## config.mk

```make
export PLATFORM = sky130hd
export DESIGN_NAME = urc_rx_status_top
export DESIGN_NICKNAME = d
export VERILOG_FILES = /design/src/design/urc_pkg.sv /design/src/design/urc_rx_status_top.sv /design/src/design/urc_change_det.sv
export SDC_FILE = /design/constraint.sdc
export NUM_CORES = 1
export LEC_CHECK = 0
export BUFFER_PORTS_ARGS = -buffer_cell sky130_fd_sc_hd__buf_2
export CAP_MARGIN = 5
export CORE_MARGIN = 3
export CORE_UTILIZATION = 41
export DETAILED_ROUTE_END_ITERATION = 10
export HOLD_SLACK_MARGIN = 0.15
export PLACE_DENSITY = 0.8
export SETUP_SLACK_MARGIN = 0.4
export SLEW_MARGIN = 40
export SYNTH_ARGS = -nofsm -noshare
export SYNTH_HDL_FRONTEND = slang
export SYNTH_SLANG_ARGS = --single-unit
```

## constraint.sdc

```tcl
create_clock -name clk -period 1.5 [get_ports clk]
set_input_delay 0.15 -clock clk [delete_from_list [all_inputs] [get_ports clk]]
set_output_delay 0.15 -clock clk [all_outputs]
set_load 0.02 [all_outputs]
```

## src/design/urc_pkg.sv

```systemverilog
/*
 * Shared constants and types for the receive status byte encoder:
 * register offsets, field positions, reset values and the byte layout.
 * Assumes a single 10 MHz clock domain and an APB master with 32-bit data.
 */
package urc_pkg;

    // ------------------------------------------------------------
    // register map (byte addresses)
    // ------------------------------------------------------------
    localparam logic [7:0] OFS_EVENT_LATCH = 8'h00;
    localparam logic [7:0] OFS_EVENT_MASK = 8'h04;
    localparam logic [7:0] OFS_STATUS_VIEW = 8'h08;
    localparam logic [7:0] OFS_CONTROL = 8'h0C;

    // ------------------------------------------------------------
    // field positions and reset values
    // ------------------------------------------------------------
    localparam int EVT_ID_CHANGE = 0;
    localparam int EVT_ID_MEASURE_DONE = 1;
    localparam int EVT_WIDTH = 2;
    localparam int CTRL_SEND_ENABLE = 0;
    localparam logic [1:0] RST_EVENT_MASK = 2'h0;
    localparam logic RST_SEND_ENABLE = 1'b1;

    // ------------------------------------------------------------
    // encodings
    // ------------------------------------------------------------
    localparam logic [1:0] RXEV_NONE = 2'h0;
    localparam logic [1:0] RXEV_ACTIVE = 2'h1;
    localparam logic [1:0] RXEV_ACTIVE_ERROR = 2'h3;
    localparam logic [1:0] RXEV_HOST_DISCONNECT = 2'h2;
    localparam logic [1:0] VBUS_BELOW_END = 2'h0;
    localparam logic [1:0] VBUS_END_TO_SESSION = 2'h1;
    localparam logic [1:0] VBUS_SESSION_TO_VALID = 2'h2;
    localparam logic [1:0] VBUS_ABOVE_VALID = 2'h3;

    // receive status byte, msb first
    typedef struct packed {
        logic altEvent;
        logic idLevel;
        logic [1:0] rxEvent;
        logic [1:0] vbusCode;
        logic [1:0] lineState;
    } urc_status_t;

    // comparator and line inputs that drive a fresh status byte
    typedef struct packed {
        logic fsDp;
        logic fsDm;
        logic sessionEndIndicator;
        logic sessionValid;
        logic busVoltageAboveValid;
        logic idPin;
    } urc_sense_t;

    typedef enum {
        SEND_IDLE,
        SEND_TURN,
        SEND_BYTE
    } urc_send_state_t;

endpackage

```

## src/design/urc_rx_status_top.sv

```systemverilog
/*
 * Receive status byte encoder with its event latch and APB registers.
 * Builds the status byte from line state, bus-voltage comparators,
 * receive events, the ID level and the latched non-USB events, and
 * sends it on the 8-bit link data bus when the bus is ours to use.
 * Assumes all sense inputs are synchronous to clk and that the receive
 * datapath reports its own bus direction and next-data signals.
 */
// The register addresses and the APB interface to the registers were chosen for this implementation.
`timescale 1ns/1ps

// What this block does
// rx events in bits 5:4: 00 idle, 01 active, 11 error, 10 disconnect wins
// bit 6 carries the ID pin level, low A-device, high B-device
// bit 7 set while any unmasked event sits in the event latch
// link reads the event latch to learn which source raised bit 7
// ID measurement done and ID pin change both set latch events
// line state bit 0 follows DP, bit 1 follows DM
// both low reads as single-ended zero, both high single-ended one
// bus-voltage code in bits 3:2 from the three comparators
// line state change with direction low sends a status byte at once
// any bus-voltage or ID comparator change sends a new status byte
// while receiving, status bytes go out when direction high, next low
module urc_rx_status_top (
    input wire logic clk,
    input wire logic sys_rst,
    // apb slave
    input wire logic psel,
    input wire logic penable,
    input wire logic pwrite,
    input wire logic [7:0] paddr,
    input wire logic [31:0] pwdata,
    output logic [31:0] prdata,
    output logic pready,
    output logic pslverr,
    output logic irq,
    // line and comparator senses
    input wire urc_pkg::urc_sense_t sense,
    // receive datapath events
    input wire logic rxActive,
    input wire logic rxError,
    input wire logic hostDisconnect,
    input wire logic idResistanceMeasureDone,
    // receive datapath bus control
    input wire logic usbRxDir,
    input wire logic usbRxNxt,
    // link data bus
    output logic ulpiDir,
    output logic [7:0] ulpiData,
    output logic ulpiDataOeN,
    output logic statusSent
);

    // ------------------------------------------------------------
    // status byte fields
    // ------------------------------------------------------------
    urc_pkg::urc_status_t receiveStatusByte;
    logic [1:0] lineState;
    logic [1:0] rxEvent;
    logic [1:0] vbusCode;
    logic [urc_pkg::EVT_WIDTH-1:0] eventLatch;
    logic [urc_pkg::EVT_WIDTH-1:0] eventMask;
    logic [urc_pkg::EVT_WIDTH-1:0] eventSet;
    logic altEvent;

    // dp in bit 0, dm in bit 1; 00 is se0 and 11 is se1 by construction
    assign lineState = {sense.fsDm, sense.fsDp};

    // disconnect overrides the other two event inputs
    always_comb begin
        if (hostDisconnect) begin
            rxEvent = urc_pkg::RXEV_HOST_DISCONNECT;
        end else if (rxActive && rxError) begin
            rxEvent = urc_pkg::RXEV_ACTIVE_ERROR;
        end else if (rxActive) begin
            rxEvent = urc_pkg::RXEV_ACTIVE;
        end else begin
            rxEvent = urc_pkg::RXEV_NONE;
        end
    end

    // highest comparator that reports wins; lower ones are don't care
    always_comb begin
        if (sense.busVoltageAboveValid) begin
            vbusCode = urc_pkg::VBUS_ABOVE_VALID;
        end else if (sense.sessionValid) begin
            vbusCode = urc_pkg::VBUS_SESSION_TO_VALID;
        end else if (!sense.sessionEndIndicator) begin
            vbusCode = urc_pkg::VBUS_END_TO_SESSION;
        end else begin
            vbusCode = urc_pkg::VBUS_BELOW_END;
        end
    end

    assign altEvent = |(eventLatch & eventMask);

    // assemble the byte
    always_comb begin
        receiveStatusByte.altEvent = altEvent;
        receiveStatusByte.idLevel = sense.idPin;
        receiveStatusByte.rxEvent = rxEvent;
        receiveStatusByte.vbusCode = vbusCode;
        receiveStatusByte.lineState = lineState;
    end

    // ------------------------------------------------------------
    // change detection
    // ------------------------------------------------------------
    logic lineChanged;
    logic vbusChanged;
    logic idChanged;

    urc_change_det #(.WIDTH(2)) uLineDet (
        .clk(clk),
        .sys_rst(sys_rst),
        .level(lineState),
        .changed(lineChanged)
    );

    urc_change_det #(.WIDTH(3)) uVbusDet (
        .clk(clk),
        .sys_rst(sys_rst),
        .level({sense.busVoltageAboveValid, sense.sessionValid,
                sense.sessionEndIndicator}),
        .changed(vbusChanged)
    );

    urc_change_det #(.WIDTH(1)) uIdDet (
        .clk(clk),
        .sys_rst(sys_rst),
        .level(sense.idPin),
        .changed(idChanged)
    );

    // ------------------------------------------------------------
    // apb decode
    // ------------------------------------------------------------
    logic setupPhase;
    logic accessPhase;
    logic addrHit;
    logic sendEnable;

    assign setupPhase = psel && !penable;
    assign accessPhase = psel && penable;
    assign pready = 1'b1; // zero wait states
    assign addrHit = (paddr == urc_pkg::OFS_EVENT_LATCH)
        || (paddr == urc_pkg::OFS_EVENT_MASK)
        || (paddr == urc_pkg::OFS_STATUS_VIEW)
        || (paddr == urc_pkg::OFS_CONTROL);
    assign pslverr = accessPhase && !addrHit;

    // read data loaded during setup so it stands through the access cycle
    always_ff @(posedge clk or posedge sys_rst) begin
        if (sys_rst) begin
            prdata <= 32'h0000_0000;
        end else if (setupPhase && !pwrite) begin
            prdata <= 32'h0000_0000;
            unique case (paddr)
                urc_pkg::OFS_EVENT_LATCH: begin
                    prdata[urc_pkg::EVT_WIDTH-1:0] <= eventLatch | eventSet;
                end
                urc_pkg::OFS_EVENT_MASK: begin
                    prdata[urc_pkg::EVT_WIDTH-1:0] <= eventMask;
                end
                urc_pkg::OFS_STATUS_VIEW: begin
                    prdata[7:0] <= receiveStatusByte;
                end
                urc_pkg::OFS_CONTROL: begin
                    prdata[urc_pkg::CTRL_SEND_ENABLE] <= sendEnable;
                end
                default: begin
                    prdata <= 32'h0000_0000;
                end
            endcase
        end
    end

    // mask and control writes
    always_ff @(posedge clk or posedge sys_rst) begin
        if (sys_rst) begin
            eventMask <= urc_pkg::RST_EVENT_MASK;
            sendEnable <= urc_pkg::RST_SEND_ENABLE;
        end else if (accessPhase && pwrite) begin
            if (paddr == urc_pkg::OFS_EVENT_MASK) begin
                eventMask <= pwdata[urc_pkg::EVT_WIDTH-1:0];
            end
            if (paddr == urc_pkg::OFS_CONTROL) begin
                sendEnable <= pwdata[urc_pkg::CTRL_SEND_ENABLE];
            end
        end
    end

    // ------------------------------------------------------------
    // event latch and interrupt
    // ------------------------------------------------------------
    always_comb begin
        eventSet = '0;
        eventSet[urc_pkg::EVT_ID_CHANGE] = idChanged;
        eventSet[urc_pkg::EVT_ID_MEASURE_DONE] =
            idResistanceMeasureDone;
    end

    // a read clears the latch; an event in that same cycle survives
    always_ff @(posedge clk or posedge sys_rst) begin
        if (sys_rst) begin
            eventLatch <= '0;
        end else if (accessPhase && !pwrite
                     && paddr == urc_pkg::OFS_EVENT_LATCH) begin
            eventLatch <= eventSet;
        end else begin
            eventLatch <= eventLatch | eventSet;
        end
    end

    assign irq = altEvent;

    // ------------------------------------------------------------
    // sending the status byte
    // ------------------------------------------------------------
    urc_pkg::urc_send_state_t sendState;
    logic pending;
    logic rxDirQ;
    logic rxSlot;
    logic ownSlot;

    // a receive slot needs one turnaround cycle after direction rises
    assign rxSlot = usbRxDir && rxDirQ && !usbRxNxt;
    assign ownSlot = (sendState == urc_pkg::SEND_BYTE);
    assign statusSent = rxSlot || ownSlot;

    always_ff @(posedge clk or posedge sys_rst) begin
        if (sys_rst) begin
            rxDirQ <= 1'b0;
        end else begin
            rxDirQ <= usbRxDir;
        end
    end

    // change requests a byte; a new change while sending keeps it pending
    always_ff @(posedge clk or posedge sys_rst) begin
        if (sys_rst) begin
            pending <= 1'b0;
        end else if (lineChanged || vbusChanged || idChanged) begin
            pending <= 1'b1;
        end else if (statusSent) begin
            pending <= 1'b0;
        end
    end

    // own transfer: turnaround, one byte, then hand the bus back
    always_ff @(posedge clk or posedge sys_rst) begin
        if (sys_rst) begin
            sendState <= urc_pkg::SEND_IDLE;
        end else begin
            unique case (sendState)
                urc_pkg::SEND_IDLE: begin
                    if (pending && sendEnable && !usbRxDir) begin
                        sendState <= urc_pkg::SEND_TURN;
                    end
                end
                urc_pkg::SEND_TURN: begin
                    // receiver took the bus; its slots carry the byte
                    if (usbRxDir) begin
                        sendState <= urc_pkg::SEND_IDLE;
                    end else begin
                        sendState <= urc_pkg::SEND_BYTE;
                    end
                end
                urc_pkg::SEND_BYTE: begin
                    sendState <= urc_pkg::SEND_IDLE;
                end
            endcase
        end
    end

    // byte register always tracks the live fields, one cycle behind
    always_ff @(posedge clk or posedge sys_rst) begin
        if (sys_rst) begin
            ulpiData <= 8'h00;
        end else begin
            ulpiData <= receiveStatusByte;
        end
    end

    assign ulpiDir = usbRxDir || (sendState != urc_pkg::SEND_IDLE);
    assign ulpiDataOeN = !statusSent;

endmodule // urc_rx_status_top

```

## src/design/urc_change_det.sv

```systemverilog
/*
 * Change detector: flags any bit of a level input that differs from
 * its value one clock earlier.
 * Assumes the input is already synchronous to clk.
 */
`timescale 1ns/1ps

module urc_change_det #(
    parameter int WIDTH = 2
) (
    input wire logic clk,
    input wire logic sys_rst,
    input wire logic [WIDTH-1:0] level,
    output logic changed
);

    // ------------------------------------------------------------
    // previous value
    // ------------------------------------------------------------
    logic [WIDTH-1:0] levelQ;
    logic primed;

    // elaboration check: a zero-width level has nothing to compare
    if (WIDTH < 1) begin : gBadWidth
        $error("urc_change_det: WIDTH must be at least 1");
    end

    // primed keeps the first sample after reset from looking like a change
    always_ff @(posedge clk or posedge sys_rst) begin
        if (sys_rst) begin
            levelQ <= '0;
            primed <= 1'b0;
        end else begin
            levelQ <= level;
            primed <= 1'b1;
        end
    end

    assign changed = primed && (level != levelQ);

endmodule // urc_change_det

```

==> results.py <==
metrics = {
    "clock_tree": {
        "cts_tree": "done",
        "cts-root-buf": "clkbuf_8",
        "clock_path_buffers": 2,
        "numClockSinks": 29,
        "htreeDepth": 2,
        "clk_pin_slew_ps": 60,
        "tritoncts.num_buffers": 5,
        "clk_latency_ps": 270,
    },
    "floorplan": {
        "die_w_um": 66.6,
        "io-pin-count": 103,
        "fp.coreArea_mm2": 0.00344,
        "num_rows": 21,
        "die_y_um": 66.6,
        "initial_core_util_pct": 43.8,
        "dieArea_mm2": 0.00444,
    },
    "layout": {
        "post-route-cell-area_mm2": 0.00200,
        "layout.cells.non_filler": 253,
        "drive_gt1_share_pct": 36.2,
        "nets": 266,
        "filler_cell_count": 300,
        "synthToLayoutAreaGrowth_pct": 32.6,
        "layout_commonest_cell": "buf_2",
        "final_cell_mix": "buf_2, dfrtp_1, conb_1, dlygate4sd3_1, nand2_1",
        "diodes": 0,
    },
    "routing": {
        "finalWirelength_um": 2930,
        "wl_per_cell_um": 11.6,
        "dr.pass1.iters": 2,
        "drt_iter0_markers": 62,
        "num_vias": 1099,
        "drc": 0,
        "drtAntennaViolNets": 0,
        "vias_per_cell": 4.34,
    },
    "sta": {
        "rsz0062_at_grt": "yes",
        "fmax_mhz": 737,
        "hold_violations": 0,
        "timing.hold.ws_ps": 161,
        "fin_crit_ps": 1360,
        "finalClockSkew_ps": 3.42,
        "setup_viol": 0,
        "finalMaxSlewViolations": 0,
        "fin_crit_sh_pct": 90.5,
        "tns_ps": 0,
    },
    "grt": {
        "grt_antenna_before_repair": 0,
        "grtUsageTotal_pct": 13.8,
        "grt_max_degree": 30,
        "grt_pass1_wl_um": 4620,
        "grt_overflow": 0,
        "grt_pass1_vias": 1043,
    },
    "place": {
        "placedCellCount": 228,
        "hpwl_um": 2170,
        "gp_congestion": 0.705,
        "io_buffer_count": 47,
        "placed_cell_area_mm2": 0.00171,
    },
    "power_and_ir_drop": {
        "powerDensity_mw_per_mm2": 1010,
        "ir_drop_mv": 0.451,
        "cellLeakagePower_nw": 0.984,
        "p_total_mw": 2.01,
    },
    "synthesis": {
        "syn-cell-area_mm2": 0.00151,
        "yosysTopAreaCell": "dfrtp_1",
        "ys_types": 38,
        "synth_edf_count": 0,
        "synth.area.top_cells": "dfrtp_1, buf_4, nand2_1, ha_1, nand2b_1",
        "yosysSeqAreaShare_pct": 48.3,
        "synth_top_flop_cell": "dfrtp_1",
        "async_flop_share_pct": 100,
        "syn_inst": 138,
        "syn_area_per_cell_um2": 10.9,
        "yosysTopAreaCellShare_pct": 46.5,
        "synth-warning-count": 0,
        "ys_seq_elements": 29,
    },
    "setup_path": {
        "crit_arrival_ps": 1210,
        "critPathRequiredTime_ps": 1350,
        "cp_max_fo": 3,
        "crit_path_end_kind": "primary output",
        "worstSetupStartpointType": "register",
        "crit_type": "register to primary output",
    },
    "run_status": {
        "status": "finished, final reports clean",
    },
    "run": {
        "max-cap-violations": 0,
    },
    "min_path": {
        "hp-class": "input port to register",
    },
}
[cells by family (layout without fill, tap and decap cells)]
family,Yosys count,count (layout),share of synthesized area [%]
muxes,4,4,3.74
adders and majority gates,3,3,2.49
other,2,26,0.499
DFF,29,29,48.3
xor gates and xnor gates,6,6,3.49
AOI/OAI and AO/OA,19,19,8.97
and+or+nand+nor,40,40,16.8
buffers and inverters,35,80,15.8
[cells in the mapped netlist (3+ instances only)]
| master | count |
|---|---|
| dfrtp_1 | 28 |
| buf_4 | 26 |
| nand2_1 | 12 |
| inv_1 | 6 |
| nand2b_1 | 6 |
| o21ai_1 | 5 |
| xor2_1 | 4 |
| a22o_1 | 3 |
| a31oi_1 | 3 |
| ha_1 | 3 |
| mux2_1 | 3 |
| nor2_1 | 3 |
| nor2_4 | 3 |
| nor4_1 | 3 |
[path summary, 6_finish.rpt]
check,start,endpoint,slack [ps],depth (start not counted)
max,sendState[1],ulpiDir,140,4
min,sense[0],prdata[6],160,3
max reg2reg,eventLatch[0],prdata[0],260,3
min reg2reg,prdata[1],prdata[1],480,2
max in group asynchronous,sys_rst,sendEnable,700,4
min in group asynchronous,sys_rst,prdata[3],490,4
[stage by stage]
stage	worst slack (ps)	util (%)
after floorplan	332	-
after global placement	181	49.7
after detailed placement	198	49.7
after CTS	143	57.7
after global routing	81.5	58.0
final	142	58.0
[report_power, final]
group	switching (mW)	leakage, nW	internal [mW]
Sequential	0.0349	0.353	0.835
Clock	0.282	0.0439	0.319
Combinational	0.318	0.586	0.219
[area by class of cell]
| type | count | area [µm²] | share of cell area [%] |
|---|---|---|---|
| flip-flops and latches | 29 | 728 | 36.5 |
| inverters | 7 | 26.3 | 1.32 |
| clock inverters | 3 | 17.5 | 0.877 |
| well taps | 46 | 57.6 | 2.88 |
| multi-input cells | 98 | 671 | 33.6 |
| clock buffers | 5 | 68.8 | 3.45 |
| repair buffers | 65 | 428 | 21.4 |
[state kept, by name (all words and copies together), names as in the netlist]
name and cells:
prdata 8, ulpiData 7, uVbusDet.levelQ 3, eventLatch 2, eventMask 2, sendState 2
pending 1, rxDirQ 1, sendEnable 1, uIdDet.primed 1, uLineDet.levelQ 1
[critical path: stages (launching register included)]
cell,delay [ps]
dfrtp_1,410
inv_1,120
ha_2,200
nand2b_1,60
buf_4,150
[repair_timing]
action / in CTS / in global routing
gates cloned: 0 / 0
resized for setup: 7 / 5
endpoints found under the setup margin: 6 / 9
endpoints found under the hold margin: 43 / 0
pin swaps: 3 / 1
buffers inserted: 2 / 0
hold buffers: 15 / 0
[metal layers]
layer  wire length [µm]  vias to the layer above  global-route usage, %
li1                   -                      542                      -
met1               1200                      520                   16.5
met2               1520                       35                   24.1
met3                192                        2                   3.54
met4                 11                        0                   3.81
met5                  0                        -                      0
Note: power is estimated with default switching activity, not from simulation.
